===== src/ccm_pkg.sv =====
package ccm_pkg;

  // register byte offsets
  localparam logic [7:0]  A_CTRL    = 8'h00;
  localparam logic [7:0]  A_COUNT   = 8'h04;
  localparam logic [7:0]  A_PWMCFG  = 8'h08;
  localparam logic [7:0]  A_STAT    = 8'h0C;
  localparam logic [7:0]  A_CLR     = 8'h10;
  localparam logic [7:0]  A_IEN     = 8'h14;
  localparam logic [7:0]  A_CH_BASE = 8'h20;
  localparam int          CH_STRIDE = 8;
  localparam logic [7:0]  A_VAL_OFS = 8'h04;

  // module_mode_reg fields
  localparam int MB_ECCF  = 0;
  localparam int MB_PWM   = 1;
  localparam int MB_TOG   = 2;
  localparam int MB_MAT   = 3;
  localparam int MB_CAPN  = 4;
  localparam int MB_CAPP  = 5;
  localparam int MB_ECOM  = 6;
  localparam int MB_PWM16 = 7;

  // pwm_config_reg fields
  localparam int PB_CLSEL = 0;
  localparam int PB_ECOV  = 5;
  localparam int PB_ARSEL = 7;

  localparam logic [7:0]  PWM_RST  = 8'h00;
  localparam logic [15:0] LEN_BASE = 16'h0100;

  typedef enum logic [2:0] {
    CM_OFF, CM_CAP, CM_TMR, CM_HSO, CM_FRQ, CM_PWMN, CM_PWM16
  } ccm_mode_t;

  typedef struct packed {
    logic [7:0]  mode;
    logic [15:0] val;
    logic [15:0] arl;
    logic        pin;
  } ccm_ch_t;

  function automatic ccm_mode_t ccm_dec(input logic [7:0] m);
    ccm_dec = CM_OFF;
    if (m[MB_CAPP:MB_CAPN] != 2'h0) begin
      if (m[MB_MAT:MB_PWM] == 3'h0) ccm_dec = CM_CAP;
    end else begin
      case (m[MB_MAT:MB_PWM])
        3'h4:       ccm_dec = CM_TMR;
        3'h6:       ccm_dec = CM_HSO;
        3'h3:       ccm_dec = CM_FRQ;
        3'h1, 3'h5: ccm_dec = m[MB_PWM16] ? CM_PWM16 : CM_PWMN;
        default:    ccm_dec = CM_OFF;
      endcase
    end
  endfunction : ccm_dec

  // low-bit mask of the shared 8..11 bit cycle
  function automatic logic [15:0] ccm_mask(input logic [1:0] cl);
    return (LEN_BASE << cl) - 16'h0001;
  endfunction : ccm_mask

endpackage : ccm_pkg


===== src/ccm_edge.sv =====
`timescale 1ns/10ps
module ccm_edge #(
  parameter int W = 4
) (
  input  wire logic         i_clk,   // system clock
  input  wire logic         i_nrst,  // async reset, active low
  input  wire logic [W-1:0] i_pin,   // raw pin levels
  output logic      [W-1:0] o_rise,  // rising edge seen
  output logic      [W-1:0] o_fall   // falling edge seen
);
  typedef struct packed {
    logic [W-1:0] s1;
    logic [W-1:0] s2;
    logic [W-1:0] s3;
  } ccm_edge_st_t;

  ccm_edge_st_t s;
  ccm_edge_st_t next_s;

  // s1 feeds s2 only; edges are taken between s2 and s3
  always_comb begin
    next_s    = s;
    next_s.s1 = i_pin;
    next_s.s2 = s.s1;
    next_s.s3 = s.s2;
  end

  always_ff @(posedge i_clk or negedge i_nrst) begin
    if (!i_nrst) s <= '0;
    else s <= next_s;
  end

  assign o_rise = s.s2 & ~s.s3;
  assign o_fall = ~s.s2 & s.s3;
endmodule : ccm_edge


===== src/ccm_irq.sv =====
`timescale 1ns/10ps
module ccm_irq #(
  parameter int W = 5
) (
  input  wire logic         i_clk,     // system clock
  input  wire logic         i_nrst,    // async reset, active low
  input  wire logic [W-1:0] i_set,     // event pulses
  input  wire logic [W-1:0] i_clr,     // software clear pulses
  input  wire logic [W-1:0] i_en,      // enables
  output logic      [W-1:0] o_status,  // sticky flags
  output logic              o_irq      // level interrupt
);
  typedef struct packed {
    logic [W-1:0] stat;
  } ccm_irq_st_t;

  ccm_irq_st_t s;
  ccm_irq_st_t next_s;

  // a set in the clearing cycle survives
  always_comb begin
    next_s      = s;
    next_s.stat = (s.stat & ~i_clr) | i_set;
  end

  always_ff @(posedge i_clk or negedge i_nrst) begin
    if (!i_nrst) s <= '0;
    else s <= next_s;
  end

  assign o_status = s.stat;
  assign o_irq    = |(s.stat & i_en);
endmodule : ccm_irq


===== src/ccm_top.sv =====
// Register access over Avalon-MM and the address map were left to the implementer.
`timescale 1ns/10ps
// How it works
// RULE1: every module picks one of six modes from its own mode register plus the shared pwm config.
// RULE2: all 8..11 bit pwm modules share the single cycle-length field.
// RULE3: with a module's flag interrupt enable set, its match/capture flag raises the interrupt.
// RULE4: mode bits 5:4 = 10 with 3:1 clear capture on a rising pin edge.
// RULE5: mode bits 5:4 = 01 with 3:1 clear capture on a falling pin edge.
// RULE6: mode bits 5:4 = 11 with 3:1 clear capture on either pin edge.
// RULE7: bit 3 alone is software timer, bits 3 and 2 high-speed output, bits 2 and 1 frequency output.
// RULE8: bit 7 clear, bit 1 set, bits 5,4,2 clear and cycle field 00 give 8-bit pwm.
// RULE9: the same mode with cycle field 01, 10, 11 gives 9, 10, 11 bit pwm.
// RULE10: bit 7 and bit 1 set with bits 5,4,2 clear give 16-bit pwm, ignoring cycle field and select.
// RULE11: comparator enable clear stops matches, freezes output pins and forces pwm output low.
// RULE12: in 9..11 bit pwm the select bit routes the value address to the auto-reload register.
// RULE13: with match flag enable set, a comparator match sets the match/capture flag.
// RULE14: pwm config bit 5 enables the interrupt on overflow of the current cycle length.
// RULE15: a qualifying capture edge copies the counter into the module value and sets its flag.
module ccm_top #(
  parameter int N = 4
) (
  input  wire logic         i_clk,              // system clock, 100 MHz
  input  wire logic         i_nrst,             // async reset, active low
  input  wire logic [7:0]   i_avs_address,      // byte address
  input  wire logic         i_avs_read,         // read request
  input  wire logic         i_avs_write,        // write request
  input  wire logic [31:0]  i_avs_writedata,    // write data
  output logic      [31:0]  o_avs_readdata,     // read data
  output logic              o_avs_waitrequest,  // stall
  input  wire logic [N-1:0] i_module_pin,       // pin levels in
  output logic      [N-1:0] o_module_pin,       // pin drive value
  output logic      [N-1:0] o_module_pin_oe_n,  // low while driving
  output logic              o_irq               // counter array interrupt
);
  localparam int W = N + 1;

  typedef struct packed {
    logic                     run;
    logic [15:0]              cnt;
    logic [7:0]               pwm;
    ccm_pkg::ccm_ch_t [N-1:0] ch;
    logic                     ack;
    logic [31:0]              rdata;
  } ccm_st_t;

  ccm_st_t            s;
  ccm_st_t            next_s;
  ccm_pkg::ccm_mode_t md [N];
  logic [15:0]        msk;
  logic               ovf;
  logic               req;
  logic               wr;
  logic [31:0]        rmux;
  logic [N-1:0]       rise;
  logic [N-1:0]       fall;
  logic [W-1:0]       ev;
  logic [W-1:0]       clr;
  logic [W-1:0]       en;
  logic [W-1:0]       stat;

  function automatic logic [7:0] ch_adr(input int i);
    return 8'(int'(ccm_pkg::A_CH_BASE) + ccm_pkg::CH_STRIDE * i);
  endfunction : ch_adr

  // value address steering, only live in 9..11 bit pwm
  function automatic logic use_arl(input ccm_pkg::ccm_mode_t m, input logic [7:0] p);
    return p[ccm_pkg::PB_ARSEL] && (m == ccm_pkg::CM_PWMN) && (p[1:0] != 2'h0);
  endfunction : use_arl

  ccm_edge #(
    .W(N)
  ) u_edge (
    .i_clk  (i_clk),
    .i_nrst (i_nrst),
    .i_pin  (i_module_pin),
    .o_rise (rise),
    .o_fall (fall)
  );

  ccm_irq #(
    .W(W)
  ) u_irq (
    .i_clk    (i_clk),
    .i_nrst   (i_nrst),
    .i_set    (ev),
    .i_clr    (clr),
    .i_en     (en),
    .o_status (stat),
    .o_irq    (o_irq)
  );

  // one mask for every 8..11 bit module
  assign msk = ccm_pkg::ccm_mask(s.pwm[ccm_pkg::PB_CLSEL+:2]);  // RULE2 RULE8 RULE9
  assign ovf = s.run && ((s.cnt & msk) == msk);
  assign req = i_avs_read | i_avs_write;
  assign wr  = i_avs_write & s.ack;
  assign en[N] = s.pwm[ccm_pkg::PB_ECOV];  // RULE14

  for (genvar g = 0; g < N; g++) begin : g_ch
    assign md[g]    = ccm_pkg::ccm_dec(s.ch[g].mode);  // RULE1 RULE7
    assign en[g]    = s.ch[g].mode[ccm_pkg::MB_ECCF];  // RULE3
    assign o_module_pin[g] = s.ch[g].pin;
    assign o_module_pin_oe_n[g] = !(md[g] inside {ccm_pkg::CM_HSO, ccm_pkg::CM_FRQ,
                                                  ccm_pkg::CM_PWMN, ccm_pkg::CM_PWM16});
  end

  // one wait state: read data is registered before the answer
  assign o_avs_waitrequest = req & ~s.ack;
  assign o_avs_readdata    = s.rdata;

  always_comb begin
    rmux = 32'h0000_0000;
    case (i_avs_address)
      ccm_pkg::A_CTRL:   rmux = 32'(s.run);
      ccm_pkg::A_COUNT:  rmux = 32'(s.cnt);
      ccm_pkg::A_PWMCFG: rmux = 32'(s.pwm);
      ccm_pkg::A_STAT:   rmux = 32'(stat);
      ccm_pkg::A_IEN:    rmux = 32'(en);
      default:           rmux = 32'h0000_0000;
    endcase
    for (int i = 0; i < N; i++) begin
      if (i_avs_address == ch_adr(i)) rmux = 32'(s.ch[i].mode);
      if (i_avs_address == ch_adr(i) + ccm_pkg::A_VAL_OFS) begin
        rmux = 32'(use_arl(md[i], s.pwm) ? s.ch[i].arl : s.ch[i].val);  // RULE12
      end
    end
  end

  always_comb begin
    next_s     = s;
    ev         = '0;
    clr        = '0;
    next_s.ack = req & ~s.ack;
    if (req && !s.ack && i_avs_read) next_s.rdata = rmux;
    if (s.run) next_s.cnt = s.cnt + 16'h0001;
    ev[N] = ovf;  // RULE14

    // software writes first, so hardware updates below win a tie
    if (wr) begin
      case (i_avs_address)
        ccm_pkg::A_CTRL:   next_s.run = i_avs_writedata[0];
        ccm_pkg::A_COUNT:  next_s.cnt = i_avs_writedata[15:0];
        ccm_pkg::A_PWMCFG: next_s.pwm = i_avs_writedata[7:0];
        ccm_pkg::A_CLR:    clr = i_avs_writedata[W-1:0];
        ccm_pkg::A_IEN: begin
          next_s.pwm[ccm_pkg::PB_ECOV] = i_avs_writedata[N];
          for (int i = 0; i < N; i++) begin
            next_s.ch[i].mode[ccm_pkg::MB_ECCF] = i_avs_writedata[i];
          end
        end
        default: begin
          for (int i = 0; i < N; i++) begin
            if (i_avs_address == ch_adr(i)) next_s.ch[i].mode = i_avs_writedata[7:0];
            if (i_avs_address == ch_adr(i) + ccm_pkg::A_VAL_OFS) begin
              if (use_arl(md[i], s.pwm)) begin  // RULE12
                next_s.ch[i].arl = i_avs_writedata[15:0];
              end else begin
                next_s.ch[i].val = i_avs_writedata[15:0];
              end
            end
          end
        end
      endcase
    end

    for (int i = 0; i < N; i++) begin
      case (md[i])
        ccm_pkg::CM_CAP: begin
          if ((s.ch[i].mode[ccm_pkg::MB_CAPP] && rise[i]) ||  // RULE4 RULE6
              (s.ch[i].mode[ccm_pkg::MB_CAPN] && fall[i])) begin  // RULE5 RULE6
            next_s.ch[i].val = s.cnt;  // RULE15
            ev[i] = 1'h1;
          end
        end
        ccm_pkg::CM_TMR, ccm_pkg::CM_HSO: begin
          // comparator enable gates the match itself
          if (s.ch[i].mode[ccm_pkg::MB_ECOM] && s.run && s.cnt == s.ch[i].val) begin  // RULE11
            ev[i] = s.ch[i].mode[ccm_pkg::MB_MAT];  // RULE13
            if (md[i] == ccm_pkg::CM_HSO) next_s.ch[i].pin = ~s.ch[i].pin;
          end
        end
        ccm_pkg::CM_FRQ: begin
          if (s.ch[i].mode[ccm_pkg::MB_ECOM] && s.run && s.cnt[7:0] == s.ch[i].val[7:0]) begin  // RULE11
            next_s.ch[i].pin = ~s.ch[i].pin;
            next_s.ch[i].val[7:0] = s.ch[i].val[7:0] + s.ch[i].val[15:8];
          end
        end
        ccm_pkg::CM_PWMN: begin
          next_s.ch[i].pin = s.ch[i].mode[ccm_pkg::MB_ECOM] &&
                             ((s.cnt & msk) < (s.ch[i].val & msk));  // RULE11 RULE8 RULE9
          if (s.ch[i].mode[ccm_pkg::MB_ECOM] && s.run && (s.cnt & msk) == (s.ch[i].val & msk)) begin
            ev[i] = s.ch[i].mode[ccm_pkg::MB_MAT];  // RULE13
          end
          // auto-reload takes over at the cycle boundary in 9..11 bit
          if (ovf && s.pwm[1:0] != 2'h0) begin
            next_s.ch[i].val = (s.ch[i].val & ~msk) | (s.ch[i].arl & msk);
          end
        end
        ccm_pkg::CM_PWM16: begin
          next_s.ch[i].pin = s.ch[i].mode[ccm_pkg::MB_ECOM] && (s.cnt < s.ch[i].val);  // RULE10 RULE11
          if (s.ch[i].mode[ccm_pkg::MB_ECOM] && s.run && s.cnt == s.ch[i].val) begin
            ev[i] = s.ch[i].mode[ccm_pkg::MB_MAT];  // RULE13
          end
        end
        default: next_s.ch[i].pin = 1'h0;
      endcase
    end
  end

  always_ff @(posedge i_clk or negedge i_nrst) begin
    if (!i_nrst) begin
      s     <= '0;
      s.pwm <= ccm_pkg::PWM_RST;
    end else begin
      s <= next_s;
    end
  end
endmodule : ccm_top


===== config.mk =====
export PLATFORM = sky130hd
export DESIGN_NAME = ccm_top
export DESIGN_NICKNAME = d
export VERILOG_FILES = /design/src/ccm_pkg.sv /design/src/ccm_edge.sv /design/src/ccm_irq.sv /design/src/ccm_top.sv
export SDC_FILE = /design/constraint.sdc
export NUM_CORES = 1
export LEC_CHECK = 0
export BUFFER_PORTS_ARGS = -buffer_cell sky130_fd_sc_hd__buf_4
export CORE_MARGIN = 8
export CORE_UTILIZATION = 65
export DETAILED_ROUTE_END_ITERATION = 8
export PLACE_DENSITY = 0.81
export SYNTH_ARGS = -nofsm -noshare
export SYNTH_HDL_FRONTEND = slang
export SYNTH_SLANG_ARGS = --single-unit

===== constraint.sdc =====
create_clock -name i_clk -period 10.05 [get_ports i_clk]
set_input_delay 1.005 -clock i_clk [delete_from_list [all_inputs] [get_ports i_clk]]
set_output_delay 1.005 -clock i_clk [all_outputs]
set_load 0.03 [all_outputs]

# Word level (Yosys, flattened, before mapping)
# Cells that the tools add are included.
# classes
addsub	6
multipliers	0
n_div	0
magnitude_cmp	8
eq_ne	82
n_shift	1
muxes	117
bitwise	40
n_reduce_logical	106
# ops
operator	n
32-bit 2-to-1 mux	18
16-bit 2-to-1 mux	23
16-bit bitwise AND	13
16-bit equality test	9
16-bit < comparator	8
8-bit case mux with 3 select lines	4
16-bit case mux with 5 select lines	1
3-bit equality test, second input constant	24
8-bit by 6-bit equality test with 1-bit output, second input constant	8
64-bit 2-to-1 mux	1
8-bit 2-to-1 mux	8
16-bit OR	4
8-bit case mux with 2 select lines	4
3-bit case mux with 4 select lines	4
1-bit logical AND	44
3-bit by 2-bit equality test with 1-bit output, second input constant	12
8-bit adder	4
8-bit equality test	4
4-bit AND reduction	8
1-bit 2-to-1 mux	28
3-bit by 1-bit equality test with 1-bit output, second input constant	8
3-bit AND reduction	8
1-bit case mux with 5 select lines	4
2-bit nonzero test	10
other kinds (33)	101
# word_totals
ff_bits	239
latchBits	0
ram_bits	0
rom_bits	0
inputBits	48
n_memories	0

# Longest topological paths before layout
# depth
ltp_word	15
mapped_depth	16

# By module
# Synthesis repeated with hierarchy kept, for this count alone.
# hier_totals
hier_cells	1852
hier_area_um2	16789.9
# modules_own_cells
mod	n_inst	cells_per_inst	area_each_um2
ccm_top	1	1814	16216.8
ccm_edge	1	20	370.4
ccm_irq	1	18	202.7

# Least setup slack after synthesis
# No wires, ideal clock.
# synth_timing
path_type	reg-to-reg
start	reg s[198] (netlist bit)
end	reg s, in the netlist o_module_pin[0]
arrival_ns	3.071
setup_slack_ns	6.901
path_stages_with_launch	16
n_path_buf	3
synth_period_minus_slack_ns	3.149
path_cell_list	dfrtp_1 > nor2_1 > inv_1 > ha_1 > nor2b_2 > buf_6 > clkbuf_1 > clkbuf_1 > and2_1 > ha_1 > o21a_1 > a21oi_1 > o21ai_0 > a2111oi_0 > a211oi_1 > a21oi_1
# synth_between
elab_chain_len	6
# synth_lines
element	line	source
from (decl)	ccm_top.sv:46	ccm_st_t s;
from (signal assigned)	ccm_top.sv:215	s <= next_s;
9-bit by 2-bit << shifter with 16-bit output (*)	ccm_pkg.sv:60	return (LEN_BASE << cl) - 16'h0001;
16-bit by 1-bit subtractor with 16-bit output (*)	ccm_pkg.sv:60	
16-bit bitwise AND	ccm_top.sv:190	((s.cnt & msk) < (s.ch[i].val & msk));
16-bit < comparator (*)	ccm_top.sv:190	
1-bit logical AND (*)	ccm_top.sv:189	next_s.ch[i].pin = s.ch[i].mode[ccm_pkg::MB_ECOM] &&
1-bit case mux with 5 select lines (*)	ccm_top.sv:167	case (md[i])
# Mark *: on every way between the ends. The rest lies on a longest branch, timed or not.
# A chain may end at the register's enable or synchronous reset.

==> run summary <==
result of the run -> completed
post-CTS sizing -> 0
flop and latch count out of synthesis -> 223
critical path class -> reg2reg
quantity of hold-fixing buffers added after cts -> 0
Starting Density -> 0.661
initial antenna violation count -> 3
number of buffers inserted to repair setup after CTS -> 0
maximum clock path buffer count -> 3
highest fanout seen on the critical path -> 11
final number of hold-violating endpoints -> 0
Avg Cell Area, Syn -> 9.00 µm²
DRC -> 0
half-perimeter wire length after detailed placement -> 42000 µm
final setup violation count -> 0
most common flop cell mapped by yosys -> sky130_fd_sc_hd__dfrtp_1
number of I/O pins -> 90
width of the die -> 176 µm
full die area -> 31000 µm²
final std cell area, no fill -> 17900 µm²
latest clock arrival within the worst-skew pair -> 540 ps
Max Clock Skew -> 14.5 ps
Crit. End Element -> register
Min Hold Slack -> 350 ps
worst-case hold path end point -> u_edge.next_s[2]
global-route total usage across every layer -> 0.376
portion of the post-synthesis area used by sequential elements -> 0.335
CP startpoint kind -> register
via count -> 15400
via density per instance -> 7.04
via count of the first global-routing pass -> 14800
wire length after detailed routing -> 59300 µm
Routability Congestion -> 1.01
synthesis-to-finish area growth -> 7.63%
Final #Nets -> 2019
most common library cells after synthesis -> sky130_fd_sc_hd__dfrtp_1, sky130_fd_sc_hd__nand2_1, sky130_fd_sc_hd__o21ai_0
first drt pass iteration count -> 6
hold path startpoint -> u_edge.next_s[6]
fraction of layout instances using a drive strength above 1 -> 0.150
remaining antenna violation count after routing -> 0
number of synthesized flops with an enable pin -> 0
Worst EP required -> 10470 ps
clock-pin slew of the registers on the worst-case setup and hold paths -> 60 ps
total number of clock tree sinks -> 223
Mapped Area -> 16600 µm²
Post-Syn Instances -> 1850
total number of H-tree levels -> 1
Clock Root Buffer -> sky130_fd_sc_hd__clkbuf_16
vertical die dimension -> 176 µm
final count of pins violating max slew -> 0
f_max -> 0.226 GHz
shortest clock period the worst path allows after layout -> 4420 ps
cell with the most instances after synthesis -> sky130_fd_sc_hd__dfrtp_1
1st-iter DRT viols -> 1828
depth of the worst hold-timing path -> 0
Hold Path Class -> reg2reg
power per standard cell area -> 218 nW/µm²
clock tree from TritonCTS -> built
Setup Total Neg Slack -> 0 ps
area of the core -> 25200 µm²
unrepaired setup endpoints after global routing -> no
cell type with the highest aggregate area in the netlist -> sky130_fd_sc_hd__dfrtp_1
peak supply drop -> 0.194 mV
worst relative slew slack -> 0.0732
final worst-path cycle share -> 0.440
floorplan row count -> 58
data arrival time at the worst-slack endpoint -> 4840 ps
Tightest Pin Transition -> 1380 ps
number of distinct library cells after synthesis -> 79
Port Buffer Count -> 57
DR WL/cell -> 27.1 µm
first-pass GRT wire length -> 89500 µm
fraction of registers with async set or reset after synthesis -> 1.00
reg-to-reg startpoint -> s[198]
Leak -> 7.90 nW
Post-Place Cell Area -> 17100 µm²
internal reg-to-reg setup slack -> 5630 ps
number of buffers created by CTS -> 25
cell depth of the worst flop-to-flop path -> 10
Worst R2R End -> s[145]
ranking of synthesized cells by area -> sky130_fd_sc_hd__dfrtp_1, sky130_fd_sc_hd__ha_1, sky130_fd_sc_hd__mux2_2, sky130_fd_sc_hd__mux2i_1, sky130_fd_sc_hd__o21ai_0
share of the synthesized area in the top cell type -> 0.335
GRT Residual Overflow -> 0
Maximum Capacitance Violations -> 0
Yosys Warn Count -> 0
pin count of the biggest net entering global routing -> 80
worst max-delay path by stage:
stage               startpoint               to  slack (ps)  cells after the start
finish                  s[198]           s[145]        5630                     10
global route            s[198]           s[145]        5640                     10
CTS                     s[198]           s[104]        5810                     10
detailed placement      s[198]           s[104]        5840                     10
global placement        s[198]           s[104]        5950                     10
floorplan               s[198]  o_module_pin[0]        6900                     15
layer usage:
metal	vias to the layer above	wire, µm	track usage
met5	-	26	0
met4	4	3710	0.201
met1	7467	22500	0.480
met2	1019	26800	0.597
li1	6682	-	-
met3	243	6220	0.0716
worst max-delay path, cell delays in order (launching register included):
cell,delay (ps)
sky130_fd_sc_hd__dfrtp_1,510
sky130_fd_sc_hd__nor2_1,330
sky130_fd_sc_hd__inv_1,290
sky130_fd_sc_hd__ha_1,730
sky130_fd_sc_hd__o22ai_1,180
sky130_fd_sc_hd__a221o_1,310
sky130_fd_sc_hd__or4_4,680
sky130_fd_sc_hd__a211oi_2,860
sky130_fd_sc_hd__a21oi_1,110
sky130_fd_sc_hd__o21ai_0,200
sky130_fd_sc_hd__nand2_1,90
layout make-up:
class / count / area [µm²]
Tap cell: 330 / 413
Timing Repair Buffer: 87 / 661
Multi-Input combinational cell: 1415 / 10100
Clock buffer: 33 / 716
Fill cell: 1996 / 7270
Sequential cell: 223 / 5580
Antenna cell: 1 / 2.50
Inverter: 88 / 330
Clock inverter: 12 / 98.8
cells by family (layout without fill, tap and decap cells):
family,after synthesis,in the layout,synth area share
compound gates,508,508,0.190
simple gates,492,492,0.148
buf+inv,234,220,0.0643
flops,223,223,0.335
mux,208,208,0.135
fa+ha+maj,132,132,0.101
xor+xnor,51,51,0.0268
other cells,2,25,0.000451
cells in the final DEF, fill, tap and decap left out, types with 7 or more instances in the layout:
cell                        Yosys  layout
sky130_fd_sc_hd__and2_1         7       7
sky130_fd_sc_hd__nand3b_1      14      14
sky130_fd_sc_hd__conb_1         2      24
sky130_fd_sc_hd__a21oi_1      135     135
sky130_fd_sc_hd__o211ai_1      13      13
sky130_fd_sc_hd__buf_4         37      86
sky130_fd_sc_hd__or3_1          9       9
sky130_fd_sc_hd__o221ai_1      15      15
sky130_fd_sc_hd__nor2_1        84      83
sky130_fd_sc_hd__a211oi_1       9       9
sky130_fd_sc_hd__mux2_2       115     115
sky130_fd_sc_hd__a22oi_1       51      51
sky130_fd_sc_hd__xnor2_1       31      31
sky130_fd_sc_hd__ha_1         127     127
sky130_fd_sc_hd__a31oi_1        8       8
sky130_fd_sc_hd__nor2b_1       19      18
sky130_fd_sc_hd__nand4_1       31      31
sky130_fd_sc_hd__a21o_1        17      17
sky130_fd_sc_hd__dfrtp_1      223     223
sky130_fd_sc_hd__nand2b_1      24      24
sky130_fd_sc_hd__o21a_1         9       9
sky130_fd_sc_hd__o21ai_0      168     168
sky130_fd_sc_hd__nor4_1        11      11
sky130_fd_sc_hd__nand3_1       40      40
sky130_fd_sc_hd__a22o_1        16      16
sky130_fd_sc_hd__xor2_1        20      20
sky130_fd_sc_hd__mux2i_1       92      92
sky130_fd_sc_hd__clkbuf_16      0      25
sky130_fd_sc_hd__nand2_1      172     172
sky130_fd_sc_hd__o22ai_1       19      19
sky130_fd_sc_hd__inv_1         87      87
sky130_fd_sc_hd__nor3_1        36      34
sky130_fd_sc_hd__a2111oi_0      9       9
state kept, by name (all words and copies together), names as in the netlist:
signal	count
u_edge.s	4
o_module_pin	4
s	181
o_avs_readdata	16
u_edge.next_s	8
en	5
u_irq.o_status	5
report_power, final:
group	total (mW)	internal, mW	switching [mW]
registers	1.42	1.06	0.357
clock network	0.932	0.526	0.406
logic	1.56	0.650	0.907
total	3.91	2.24	1.67
metrics by stage:
stage	power, mW	util	setup slack [ps]	instances
after floorplan	2.40	-	6900	1872
after global placement	2.86	0.679	5950	2143
after detailed placement	2.92	0.679	5840	2143
after CTS	3.84	0.711	5810	2188
after global routing	4.12	0.711	5640	2188
final	3.91	0.711	5630	2189
Power figures use the tool's default switching activity.
